<file path="src/dbgseq_consts.vh">
// constants for the debug event sequencer: register offsets,
// field positions, mode codes and reset values.
// assumes byte addressing on an 8-bit avalon address, one word per register.
`ifndef DBGSEQ_CONSTS_VH
`define DBGSEQ_CONSTS_VH

// ****************************************
// channel count and array indices
// ****************************************
`define DBGSEQ_NCH         11
`define DBGSEQ_CH1         0
`define DBGSEQ_CH2         1
`define DBGSEQ_CH3         2
`define DBGSEQ_CH4         3
`define DBGSEQ_CH5         4
`define DBGSEQ_CH11        10

// ****************************************
// register offsets (byte addresses)
// ****************************************
`define DBGSEQ_OFS_ADDR0   8'h00
`define DBGSEQ_OFS_CTL0    8'h40
`define DBGSEQ_OFS_DATA1   8'h80
`define DBGSEQ_OFS_DATA2   8'h84
`define DBGSEQ_OFS_BUS1    8'h88
`define DBGSEQ_OFS_BUS2    8'h8C
`define DBGSEQ_OFS_COUNT   8'h90
`define DBGSEQ_OFS_SEQ     8'h94
`define DBGSEQ_OFS_STAT    8'h98
`define DBGSEQ_OFS_PERF    8'h9C
`define DBGSEQ_OFS_MCNT    8'hA0

// ****************************************
// channel control fields
// ****************************************
`define DBGSEQ_CTL_EN      0
`define DBGSEQ_CTL_SRC     2:1
`define DBGSEQ_CTL_BRK     3
`define DBGSEQ_CTL_TSTOP   4
`define DBGSEQ_CTL_TQUAL   5
`define DBGSEQ_SRC_DATA    2'h0
`define DBGSEQ_SRC_PC_PRE  2'h1
`define DBGSEQ_SRC_PC_POST 2'h2

// ****************************************
// data and bus-state fields (channels 1, 2)
// ****************************************
`define DBGSEQ_BUS_DEN     0
`define DBGSEQ_BUS_SIZE    2:1
`define DBGSEQ_BUS_RWEN    3
`define DBGSEQ_BUS_RWWR    4
`define DBGSEQ_SZ_BYTE     2'h0
`define DBGSEQ_SZ_WORD     2'h1

// ****************************************
// sequence control fields and modes
// ****************************************
`define DBGSEQ_SEQ_MODE    3:0
`define DBGSEQ_SEQ_WIN     5:4
`define DBGSEQ_M_NONE      4'h0
`define DBGSEQ_M_BRK321    4'h1
`define DBGSEQ_M_BRK321R   4'h2
`define DBGSEQ_M_BRK21     4'h3
`define DBGSEQ_M_BRK21R    4'h4
`define DBGSEQ_M_TRC321    4'h5
`define DBGSEQ_M_TRC321R   4'h6
`define DBGSEQ_M_TRC21     4'h7
`define DBGSEQ_M_TRC21R    4'h8
`define DBGSEQ_M_PERF21    4'h9
`define DBGSEQ_M_PERF12    4'hA
`define DBGSEQ_W_NONE      2'h0
`define DBGSEQ_W_BOUNDED_CAPTURE_WINDOW      2'h1
`define DBGSEQ_W_BOUNDED_CAPTURE_WINDOW_POR  2'h2

// ****************************************
// status bits and reset values
// ****************************************
`define DBGSEQ_ST_TSTOP    0
`define DBGSEQ_RST_CTL     6'h00
`define DBGSEQ_RST_BUS     5'h00
`define DBGSEQ_RST_SEQ     6'h00
`define DBGSEQ_RST_COUNT   16'h0000
`define DBGSEQ_RST_WORD    32'h00000000

`endif

</file>
<file path="src/dbgseq_top.v">
// debug event sequencer: eleven comparator channels, ordered sequencing,
// match count, bounded trace window and performance measurement.
// assumes observed bus and pc inputs are synchronous to i_clk_sys.
//
// What this block does
// - address compare uses data access address or pc before/after execution.
// - data compare on data bus with byte, word or longword size.
// - bus-state compare also requires matching read or write direction.
// - eleven channels; ch1 full, ch2 no count, ch3-11 address only.
// - count qualifier matches only after conditions met programmed number of times.
// - ch1 and ch2 may break, stop or qualify trace, bound performance.
// - ch4 and ch5 may break, stop trace, or bound the capture window.
// - ch3 and ch6-11 may only break or stop trace.
// - ch11 is the sequence reset point; the ch1 count sits in its own register.
// - ordered break mode breaks on order 3-2-1 or 2-1; a 3-2-1 mode entered from a 2-1 or unordered mode starts past the ch3 step.
// - ordered trace-stop mode halts trace without break on configured order.
// - without ordering no ordered condition and no performance start or end.
// - reset-point match discards sequence progress.
// - with ordering and count, act after sequence completes count times.
// - performance runs start to end channel, 2-to-1 or 1-to-2.
// - start after end restarts measurement; intervals accumulate.
// - capture window opens on ch5 match, closes on ch4 match.
// - power-on reset variant also closes the window on power-on reset.
// - ch5 match after a closed window reopens it.
// - power-on reset coinciding with a match satisfies nothing.
// - window and trace qualify both active are combined by and.
`timescale 1ns/100ps
`include "dbgseq_consts.vh"

module dbgseq_top
(
   // clock and reset
   input  wire        i_clk_sys,
   input  wire        i_rst_b,
   // avalon-mm slave
   input  wire [7:0]  i_address,
   input  wire        i_read,
   input  wire        i_write,
   input  wire [3:0]  i_byteenable,
   input  wire [31:0] i_writedata,
   output reg  [31:0] o_readdata,
   output reg         o_waitrequest,
   // observed activity
   input  wire        i_bus_valid,
   input  wire        i_bus_write,
   input  wire [31:0] i_bus_addr,
   input  wire [31:0] i_bus_data,
   input  wire        i_pc_valid,
   input  wire        i_pc_post,
   input  wire [31:0] i_pc_addr,
   input  wire        i_por,
   // actions
   output reg         o_break_req,
   output reg         o_trace_stopped,
   output reg         o_trace_capture,
   output reg         o_perf_running,
   output reg         o_window_open
);

   // ****************************************
   // sequence states
   // ****************************************
   localparam ST_WAIT3 = 2'h0;
   localparam ST_WAIT2 = 2'h1;
   localparam ST_WAIT1 = 2'h2;

   // ****************************************
   // functions
   // ****************************************
   function addr_hit;
      input [1:0]  src;
      input [31:0] ref_addr;
      input        bus_valid;
      input [31:0] bus_addr;
      input        pc_valid;
      input        pc_post;
      input [31:0] pc_addr;
      begin
         case (src)
            `DBGSEQ_SRC_DATA:    addr_hit = bus_valid & (bus_addr == ref_addr);
            `DBGSEQ_SRC_PC_PRE:  addr_hit = pc_valid & ~pc_post & (pc_addr == ref_addr);
            `DBGSEQ_SRC_PC_POST: addr_hit = pc_valid & pc_post & (pc_addr == ref_addr);
            default:             addr_hit = 1'b0;
         endcase
      end
   endfunction

   // channel 1/2 data and direction qualifiers
   function bus_ok;
      input [4:0]  cfg;
      input [31:0] ref_data;
      input        bus_valid;
      input        bus_write;
      input [31:0] bus_data;
      reg          d_ok;
      begin
         case (cfg[`DBGSEQ_BUS_SIZE])
            `DBGSEQ_SZ_BYTE: d_ok = bus_data[7:0] == ref_data[7:0];
            `DBGSEQ_SZ_WORD: d_ok = bus_data[15:0] == ref_data[15:0];
            default:         d_ok = bus_data == ref_data;
         endcase
         bus_ok = (~cfg[`DBGSEQ_BUS_DEN] | (bus_valid & d_ok))
            & (~cfg[`DBGSEQ_BUS_RWEN]
               | (bus_valid & (bus_write == cfg[`DBGSEQ_BUS_RWWR])));
      end
   endfunction

   function [31:0] be_merge;
      input [31:0] old_w;
      input [31:0] new_w;
      input [3:0]  be;
      integer      b;
      begin
         be_merge = old_w;
         for (b = 0; b < 4; b = b + 1)
            if (be[b])
               be_merge[b*8 +: 8] = new_w[b*8 +: 8];
      end
   endfunction

   // ****************************************
   // registers
   // ****************************************
   reg  [31:0] ch_addr_reg [0:`DBGSEQ_NCH-1];
   reg  [5:0]  ch_ctl_reg  [0:`DBGSEQ_NCH-1];
   reg  [31:0] data1_reg;
   reg  [31:0] data2_reg;
   reg  [4:0]  bus1_reg;
   reg  [4:0]  bus2_reg;
   reg  [15:0] count_reg;
   reg  [5:0]  seq_reg;
   reg  [15:0] mcnt_reg;
   reg  [15:0] mcnt_next;
   reg  [1:0]  stage_reg;
   reg  [1:0]  stage_next;
   reg  [31:0] perf_reg;
   reg  [31:0] rd_cur;
   reg  [10:0] hit;
   reg  [10:0] act_hit;
   reg         seq_done;
   integer     i;

   wire        wr_go = i_write & ~o_waitrequest;
   wire [3:0]  ch_idx = i_address[5:2];
   wire        ch_ok = (ch_idx < 4'hB);
   wire [31:0] wr_word = be_merge(rd_cur, i_writedata, i_byteenable);
   wire [3:0]  mode = seq_reg[`DBGSEQ_SEQ_MODE];
   wire [1:0]  win_mode = seq_reg[`DBGSEQ_SEQ_WIN];

   // ****************************************
   // mode decode
   // ****************************************
   wire seq_on = (mode >= `DBGSEQ_M_BRK321) && (mode <= `DBGSEQ_M_TRC21R);
   wire three = (mode == `DBGSEQ_M_BRK321) || (mode == `DBGSEQ_M_BRK321R)
      || (mode == `DBGSEQ_M_TRC321) || (mode == `DBGSEQ_M_TRC321R);
   wire rp_on = (mode == `DBGSEQ_M_BRK321R) || (mode == `DBGSEQ_M_BRK21R)
      || (mode == `DBGSEQ_M_TRC321R) || (mode == `DBGSEQ_M_TRC21R);
   wire seq_trc = seq_on && (mode >= `DBGSEQ_M_TRC321);
   wire perf_on = (mode == `DBGSEQ_M_PERF21) || (mode == `DBGSEQ_M_PERF12);
   wire win_on = (win_mode == `DBGSEQ_W_BOUNDED_CAPTURE_WINDOW) || (win_mode == `DBGSEQ_W_BOUNDED_CAPTURE_WINDOW_POR);
   wire [1:0] first_st = three ? ST_WAIT3 : ST_WAIT2;

   // ****************************************
   // channel comparators
   // ****************************************
   wire ch1_cond = hit[`DBGSEQ_CH1]
      & bus_ok(bus1_reg, data1_reg, i_bus_valid, i_bus_write, i_bus_data);
   wire ch2_cond = hit[`DBGSEQ_CH2]
      & bus_ok(bus2_reg, data2_reg, i_bus_valid, i_bus_write, i_bus_data);

   always @*
   begin
      for (i = 0; i < `DBGSEQ_NCH; i = i + 1)
         hit[i] = ch_ctl_reg[i][`DBGSEQ_CTL_EN] & ~i_por
            & addr_hit(ch_ctl_reg[i][`DBGSEQ_CTL_SRC], ch_addr_reg[i],
               i_bus_valid, i_bus_addr, i_pc_valid, i_pc_post, i_pc_addr);
   end

   // ****************************************
   // ordered sequence and match count
   // ****************************************
   // two-step modes never sit in the three-step first state
   wire [1:0] stage_cur = (!three && stage_reg == ST_WAIT3) ? ST_WAIT2 : stage_reg;

   always @*
   begin
      stage_next = stage_cur;
      seq_done = 1'b0;
      if (!seq_on)
         stage_next = first_st;
      else if (rp_on && hit[`DBGSEQ_CH11])
         stage_next = first_st;
      else
         case (stage_cur)
            ST_WAIT3: if (hit[`DBGSEQ_CH3]) stage_next = ST_WAIT2;
            ST_WAIT2: if (ch2_cond) stage_next = ST_WAIT1;
            ST_WAIT1:
            begin
               if (ch1_cond)
               begin
                  seq_done = 1'b1;
                  stage_next = first_st;
               end
            end
            default: stage_next = first_st;
         endcase
   end

   // count applies to whole sequences when ordering is on
   wire cnt_in = seq_on ? seq_done : ch1_cond;
   wire cnt_fire = cnt_in & ((count_reg <= 16'h0001)
      | (mcnt_reg == count_reg - 16'h0001));
   wire ch1_match = ~seq_on & cnt_fire;
   wire seq_fire = seq_on & cnt_fire;

   always @*
   begin
      mcnt_next = mcnt_reg;
      if (cnt_in)
         mcnt_next = cnt_fire ? 16'h0000 : mcnt_reg + 16'h0001;
   end

   // ****************************************
   // per-channel actions
   // ****************************************
   // channels owned by a combined function lose their own actions
   always @*
   begin
      act_hit = hit;
      act_hit[`DBGSEQ_CH1] = ch1_match;
      act_hit[`DBGSEQ_CH2] = ch2_cond;
      if (seq_on || perf_on)
      begin
         act_hit[`DBGSEQ_CH1] = 1'b0;
         act_hit[`DBGSEQ_CH2] = 1'b0;
         act_hit[`DBGSEQ_CH3] = 1'b0;
      end
      if (rp_on)
         act_hit[`DBGSEQ_CH11] = 1'b0;
      if (win_on)
      begin
         act_hit[`DBGSEQ_CH4] = 1'b0;
         act_hit[`DBGSEQ_CH5] = 1'b0;
      end
   end

   reg [10:0] brk_en;
   reg [10:0] stop_en;
   always @*
   begin
      for (i = 0; i < `DBGSEQ_NCH; i = i + 1)
      begin
         brk_en[i] = ch_ctl_reg[i][`DBGSEQ_CTL_BRK];
         stop_en[i] = ch_ctl_reg[i][`DBGSEQ_CTL_TSTOP];
      end
   end

   wire brk_now = (|(act_hit & brk_en)) | (seq_fire & ~seq_trc);
   wire stop_now = (|(act_hit & stop_en)) | (seq_fire & seq_trc);

   // trace qualify exists only on channels 1 and 2
   wire q1 = ch_ctl_reg[`DBGSEQ_CH1][`DBGSEQ_CTL_TQUAL] & ~seq_on & ~perf_on;
   wire q2 = ch_ctl_reg[`DBGSEQ_CH2][`DBGSEQ_CTL_TQUAL] & ~seq_on & ~perf_on;
   wire qual_hit = (q1 & ch1_match) | (q2 & ch2_cond);

   // ****************************************
   // capture window and trace gating
   // ****************************************
   wire win_close = hit[`DBGSEQ_CH4]
      | (i_por & (win_mode == `DBGSEQ_W_BOUNDED_CAPTURE_WINDOW_POR));
   wire win_next = win_on & ~win_close
      & (o_window_open | hit[`DBGSEQ_CH5]);
   wire win_ok = ~win_on | o_window_open | hit[`DBGSEQ_CH5];
   wire entry = i_bus_valid | i_pc_valid;
   wire cap_now = entry & ~o_trace_stopped & ~stop_now & win_ok
      & (~(q1 | q2) | qual_hit);

   // ****************************************
   // performance measurement
   // ****************************************
   wire p_start = (mode == `DBGSEQ_M_PERF21) ? ch2_cond : ch1_match;
   wire p_end = (mode == `DBGSEQ_M_PERF21) ? ch1_match : ch2_cond;
   wire perf_next = perf_on & (o_perf_running ? ~p_end : p_start);

   // ****************************************
   // register read view
   // ****************************************
   always @*
   begin
      rd_cur = `DBGSEQ_RST_WORD;
      if (i_address[7:6] == 2'h0 && ch_ok)
         rd_cur = ch_addr_reg[ch_idx];
      else if (i_address[7:6] == 2'h1 && ch_ok)
         rd_cur = {26'h0000000, ch_ctl_reg[ch_idx]};
      else
         case (i_address)
            `DBGSEQ_OFS_DATA1: rd_cur = data1_reg;
            `DBGSEQ_OFS_DATA2: rd_cur = data2_reg;
            `DBGSEQ_OFS_BUS1:  rd_cur = {27'h0000000, bus1_reg};
            `DBGSEQ_OFS_BUS2:  rd_cur = {27'h0000000, bus2_reg};
            `DBGSEQ_OFS_COUNT: rd_cur = {16'h0000, count_reg};
            `DBGSEQ_OFS_SEQ:   rd_cur = {26'h0000000, seq_reg};
            `DBGSEQ_OFS_STAT:  rd_cur = {26'h0000000, stage_reg,
               o_window_open, o_perf_running, o_break_req, o_trace_stopped};
            `DBGSEQ_OFS_PERF:  rd_cur = perf_reg;
            `DBGSEQ_OFS_MCNT:  rd_cur = {16'h0000, mcnt_reg};
            default:           rd_cur = `DBGSEQ_RST_WORD;
         endcase
   end

   // ****************************************
   // bus handshake
   // ****************************************
   // one wait cycle per access keeps read data a plain register
   always @(posedge i_clk_sys)
   begin
      if (!i_rst_b)
      begin
         o_waitrequest <= 1'b1;
         o_readdata <= `DBGSEQ_RST_WORD;
      end
      else
      begin
         o_waitrequest <= ~((i_read | i_write) & o_waitrequest);
         if (i_read & o_waitrequest)
            o_readdata <= rd_cur;
      end
   end

   // ****************************************
   // configuration registers
   // ****************************************
   // host keeps configuration quiet while the target is in reset
   always @(posedge i_clk_sys)
   begin
      if (!i_rst_b)
      begin
         for (i = 0; i < `DBGSEQ_NCH; i = i + 1)
         begin
            ch_addr_reg[i] <= `DBGSEQ_RST_WORD;
            ch_ctl_reg[i] <= `DBGSEQ_RST_CTL;
         end
         data1_reg <= `DBGSEQ_RST_WORD;
         data2_reg <= `DBGSEQ_RST_WORD;
         bus1_reg <= `DBGSEQ_RST_BUS;
         bus2_reg <= `DBGSEQ_RST_BUS;
         count_reg <= `DBGSEQ_RST_COUNT;
         seq_reg <= `DBGSEQ_RST_SEQ;
      end
      else if (wr_go)
      begin
         if (i_address[7:6] == 2'h0 && ch_ok)
            ch_addr_reg[ch_idx] <= wr_word;
         else if (i_address[7:6] == 2'h1 && ch_ok)
            ch_ctl_reg[ch_idx] <= wr_word[5:0];
         else
            case (i_address)
               `DBGSEQ_OFS_DATA1: data1_reg <= wr_word;
               `DBGSEQ_OFS_DATA2: data2_reg <= wr_word;
               `DBGSEQ_OFS_BUS1:  bus1_reg <= wr_word[4:0];
               `DBGSEQ_OFS_BUS2:  bus2_reg <= wr_word[4:0];
               `DBGSEQ_OFS_COUNT: count_reg <= wr_word[15:0];
               `DBGSEQ_OFS_SEQ:   seq_reg <= wr_word[5:0];
               default:           count_reg <= count_reg;
            endcase
      end
   end

   // ****************************************
   // event state and outputs
   // ****************************************
   wire stat_clr = wr_go & (i_address == `DBGSEQ_OFS_STAT)
      & i_byteenable[0] & i_writedata[`DBGSEQ_ST_TSTOP];
   wire perf_clr = wr_go & (i_address == `DBGSEQ_OFS_PERF);

   // reset leaves every channel idle until the host programs it
   always @(posedge i_clk_sys)
   begin
      if (!i_rst_b)
      begin
         stage_reg <= ST_WAIT3;
         mcnt_reg <= `DBGSEQ_RST_COUNT;
         perf_reg <= `DBGSEQ_RST_WORD;
         o_break_req <= 1'b0;
         o_trace_stopped <= 1'b0;
         o_trace_capture <= 1'b0;
         o_perf_running <= 1'b0;
         o_window_open <= 1'b0;
      end
      else
      begin
         stage_reg <= stage_next;
         mcnt_reg <= mcnt_next;
         o_break_req <= brk_now;
         // a stop arriving with the clear wins
         o_trace_stopped <= stop_now | (o_trace_stopped & ~stat_clr);
         o_trace_capture <= cap_now;
         o_perf_running <= perf_next;
         o_window_open <= win_next;
         // intervals add up; only a write to the perf register or reset zeroes the total
         if (perf_clr)
            perf_reg <= `DBGSEQ_RST_WORD;
         else if (o_perf_running)
            perf_reg <= perf_reg + 32'h00000001;
      end
   end

endmodule

</file>
<file path="config.mk">
export PLATFORM = sky130hd
export DESIGN_NAME = dbgseq_top
export DESIGN_NICKNAME = d
export VERILOG_FILES = /design/src/dbgseq_top.v
export VERILOG_INCLUDE_DIRS = /design/src
export SDC_FILE = /design/constraint.sdc
export NUM_CORES = 2
export LEC_CHECK = 0
export BUFFER_PORTS_ARGS = -buffer_cell sky130_fd_sc_hd__buf_2
export CORE_ASPECT_RATIO = 0.7
export CORE_UTILIZATION = 30
export DETAILED_ROUTE_END_ITERATION = 6
export HOLD_SLACK_MARGIN = 0.1
export PLACE_DENSITY = 0.54
export SYNTH_ARGS = -nofsm -noshare
export SYNTH_HDL_FRONTEND = slang
export SYNTH_SLANG_ARGS = --single-unit
</file>
<file path="constraint.sdc">
create_clock -name i_clk_sys -period 5.2 [get_ports i_clk_sys]
set_clock_uncertainty 0.2 [all_clocks]
set_input_delay 0.26 -clock i_clk_sys [delete_from_list [all_inputs] [get_ports i_clk_sys]]
set_output_delay 0.26 -clock i_clk_sys [all_outputs]
set_load 0.005 [all_outputs]
</file>
==> flow_summary.json <==
{
  "hold_start": "i_bus_valid",
  "setup_viol": 0,
  "wl_per_cell_um": 33.52,
  "grt_pass1_vias": 30000,
  "path_max_fanout": 14,
  "pin_count": 187,
  "crit_required_ns": 5.56,
  "start_util_pct": 30.44,
  "r2r_slack_ns": 0.29,
  "max_freq_ghz": 0.2038,
  "drtPass1Iterations": 7,
  "root_buffer": "clkbuf_16",
  "grt_max_degree": 65,
  "layout-drive-gt1-share_pct": 14.29,
  "largest_reg_flops": 384,
  "status": "completed",
  "synthTopCellsByArea": "edfxtp_1 32%, dfxtp_1 11%, xnor2_1 9.6%",
  "synth_cell_types": 77,
  "maxCapViolations": 0,
  "die_x_um": 431.0,
  "antenna_found_initial": 9,
  "num_vias": 33750,
  "crit_family": "simple AND/OR/NAND/NOR gates",
  "die_y_um": 302.3,
  "min_path_cells": 4,
  "slowest_stage": "nor4_1",
  "place_area_sq_um": 41930,
  "r2r_cells": 10,
  "hpwlAfterDp_mm": 148.7,
  "synthArstFlopShare_pct": 0,
  "fin_nets": 4188,
  "core-area_sq_um": 127000,
  "r2r-start": "ch_addr_reg[10][17]",
  "synth.avg_cell_area_sq_um": 10.08,
  "drtIter0Drc": 5727,
  "worst_hold_path_type": "in2reg",
  "relSlewSlack_pct": 8.227,
  "p_leak_nw": 15.85,
  "cts_resized": 0,
  "synthTopCellsByCount": "613 x nor2_1, 423 x xnor2_1, 418 x edfxtp_1",
  "yosys_warnings": 0,
  "drc": 0,
  "slowest_delay_ns": 0.87,
  "min_period_ns": 4.908,
  "vias_per_cell": 5.847,
  "syn_area_sq_um": 38650,
  "hold_buffers": 35,
  "grt_pass1_wl_mm": 257.6,
  "io_buffers": 186,
  "synthCells": 3833,
  "path_cells": "xor2_1 -> nor4_1 -> nand4_1 -> or3_1 -> a21oi_1 -> o21ba_2 -> or2_1 -> o311ai_0 -> o21a_1 -> dlygate4sd3_1",
  "endpoint_kind": "flop",
  "arrival_ns": 5.27,
  "gp_congestion": 1.085,
  "holdPathEnd": "o_trace_capture",
  "synth-seq-cells": 640,
  "startpoint_type": "flop",
  "wl_mm": 193.5,
  "power.density_nw_per_um2": 282.1,
  "clock_latency_ns": 0.69,
  "fin_crit_sh_pct": 94.38,
  "path_class": "reg2reg",
  "finalInstanceArea_sq_um": 44430,
  "dieArea_sq_um": 130300,
  "crit_buf_inv": 1,
  "synth_area_leader_cell": "edfxtp_1",
  "ir_drop_uv": 176.9,
  "final_max_slew_viol_count": 0,
  "grtUsageTotal_pct": 28.76,
  "clk_path_buf_depth": 3,
  "synth-edff-count": 418,
  "rows": 109,
  "synth_most_common_cell": "nor2_1",
  "hold_violations": 0,
  "numCtsBuffers": 67,
  "regToRegEndpoint": "o_trace_stopped",
  "grt.overflow.total": 0,
  "cts.sinks": 640,
  "post_cts_buffers": 0,
  "synth_top_area_share_pct": 32.48,
  "rsz0062_at_grt": "false",
  "seq_area_frac_synth_pct": 43.97,
  "final_antenna_net_count": 0,
  "synth_ff_type": "edfxtp_1",
  "cts_tree": "done",
  "path_clk_slew_ns": 0.07,
  "antennaDiodeCount": 0,
  "max_slew.worst_pin.slew_ns": 1.367,
  "syn_to_final_growth_pct": 14.95,
  "tns_ns": 0,
  "cts_max_level": 3
}
cells by family after synthesis:
logic type	synth area share, %
other	0.009702
xor gates and xnor gates	18.81
buffers and inverters	3.415
DFF	43.97
adders and majority gates	1.230
muxes	8.193
AOI/OAI and AO/OA	7.760
and+or+nand+nor	16.61
area by class of cell:
type	count	area, sq um
Clock buffer	85	1868
Multi-Input combinational cell	2886	20660
Sequential cell	640	17000
Clock inverter	36	262.8
Tap cell	1720	2152
Timing Repair Buffer	345	2257
Inverter	61	230.2
Fill cell	12800	82540
worst reg2reg max path: cells and delay by family (launching register included):
family,cells,cell delay (ns)
compound gates,4,1.64
simple gates,4,1.73
buf+inv,1,0.54
flops,1,0.55
xor+xnor,1,0.12
power breakdown:
group,switching [mW],total [mW],internal (mW)
combinational,1.23,1.82,0.590
sequential,0.241,5.78,5.54
clock,2.30,4.93,2.63
worst max-delay path by stage:
stage,end,depth (start not counted),startpoint
after floorplan,ch_addr_reg[9][0],9,i_address[3]
after global placement,mcnt_reg[12],10,i_pc_addr[7]
after detailed placement,mcnt_reg[12],10,i_pc_addr[7]
after CTS,o_trace_stopped,10,ch_addr_reg[10][17]
after global routing,o_trace_stopped,10,ch_addr_reg[10][17]
final,o_trace_stopped,10,ch_addr_reg[10][17]
cell usage in the layout (no fill, tap or decap), types with 13 or more instances in the layout:
cell type	synthesis	layout
a211oi_1	22	22
a21boi_0	17	17
a21oi_1	93	90
a222oi_1	30	30
a22oi_1	15	15
and2_1	13	14
and3_1	20	20
buf_2	22	183
buf_4	0	122
clkbuf_16	0	70
conb_1	1	38
dfxtp_1	222	222
dlygate4sd3_1	0	36
edfxtp_1	418	418
ha_1	38	38
inv_1	59	59
mux2i_1	46	44
mux4_2	118	118
nand2_1	194	192
nand2b_1	22	22
nand3_1	121	120
nand4_1	120	120
nor2_1	613	613
nor3_1	39	39
nor4_1	129	128
o21a_1	41	41
o21ai_0	132	112
o21ai_1	1	18
or3_1	13	13
or4_1	17	17
xnor2_1	423	423
xor2_1	407	407
metal layers:
layer	vias to the layer above	global-route usage (%)	share of wire, %
met5	-	0.5346	0.10
met4	16	5.474	2.0
met3	249	14.87	17
met2	2590	36.17	37
met1	16930	42.55	44
li1	13970	-	-
metrics by stage:
stage | setup WS [ns] | power, mW | instances | hold slack, ns | util (%)
2_1_floorplan | 0.3806 | 6.700 | 3870 | 0.1759 | -
5_1_grt | 0.1691 | 12.72 | 5773 | 0.1143 | 34.99
3_3_place_gp | 0.8095 | 7.585 | 5616 | 0.2275 | 33.02
3_5_place_dp | 0.8582 | 7.576 | 5616 | 0.2381 | 33.02
4_1_cts | 0.5949 | 12.43 | 5772 | 0.1036 | 34.97
6_report | 0.2922 | 12.53 | 5773 | 0.1508 | 34.99
Note: power is estimated with default switching activity, not from simulation.
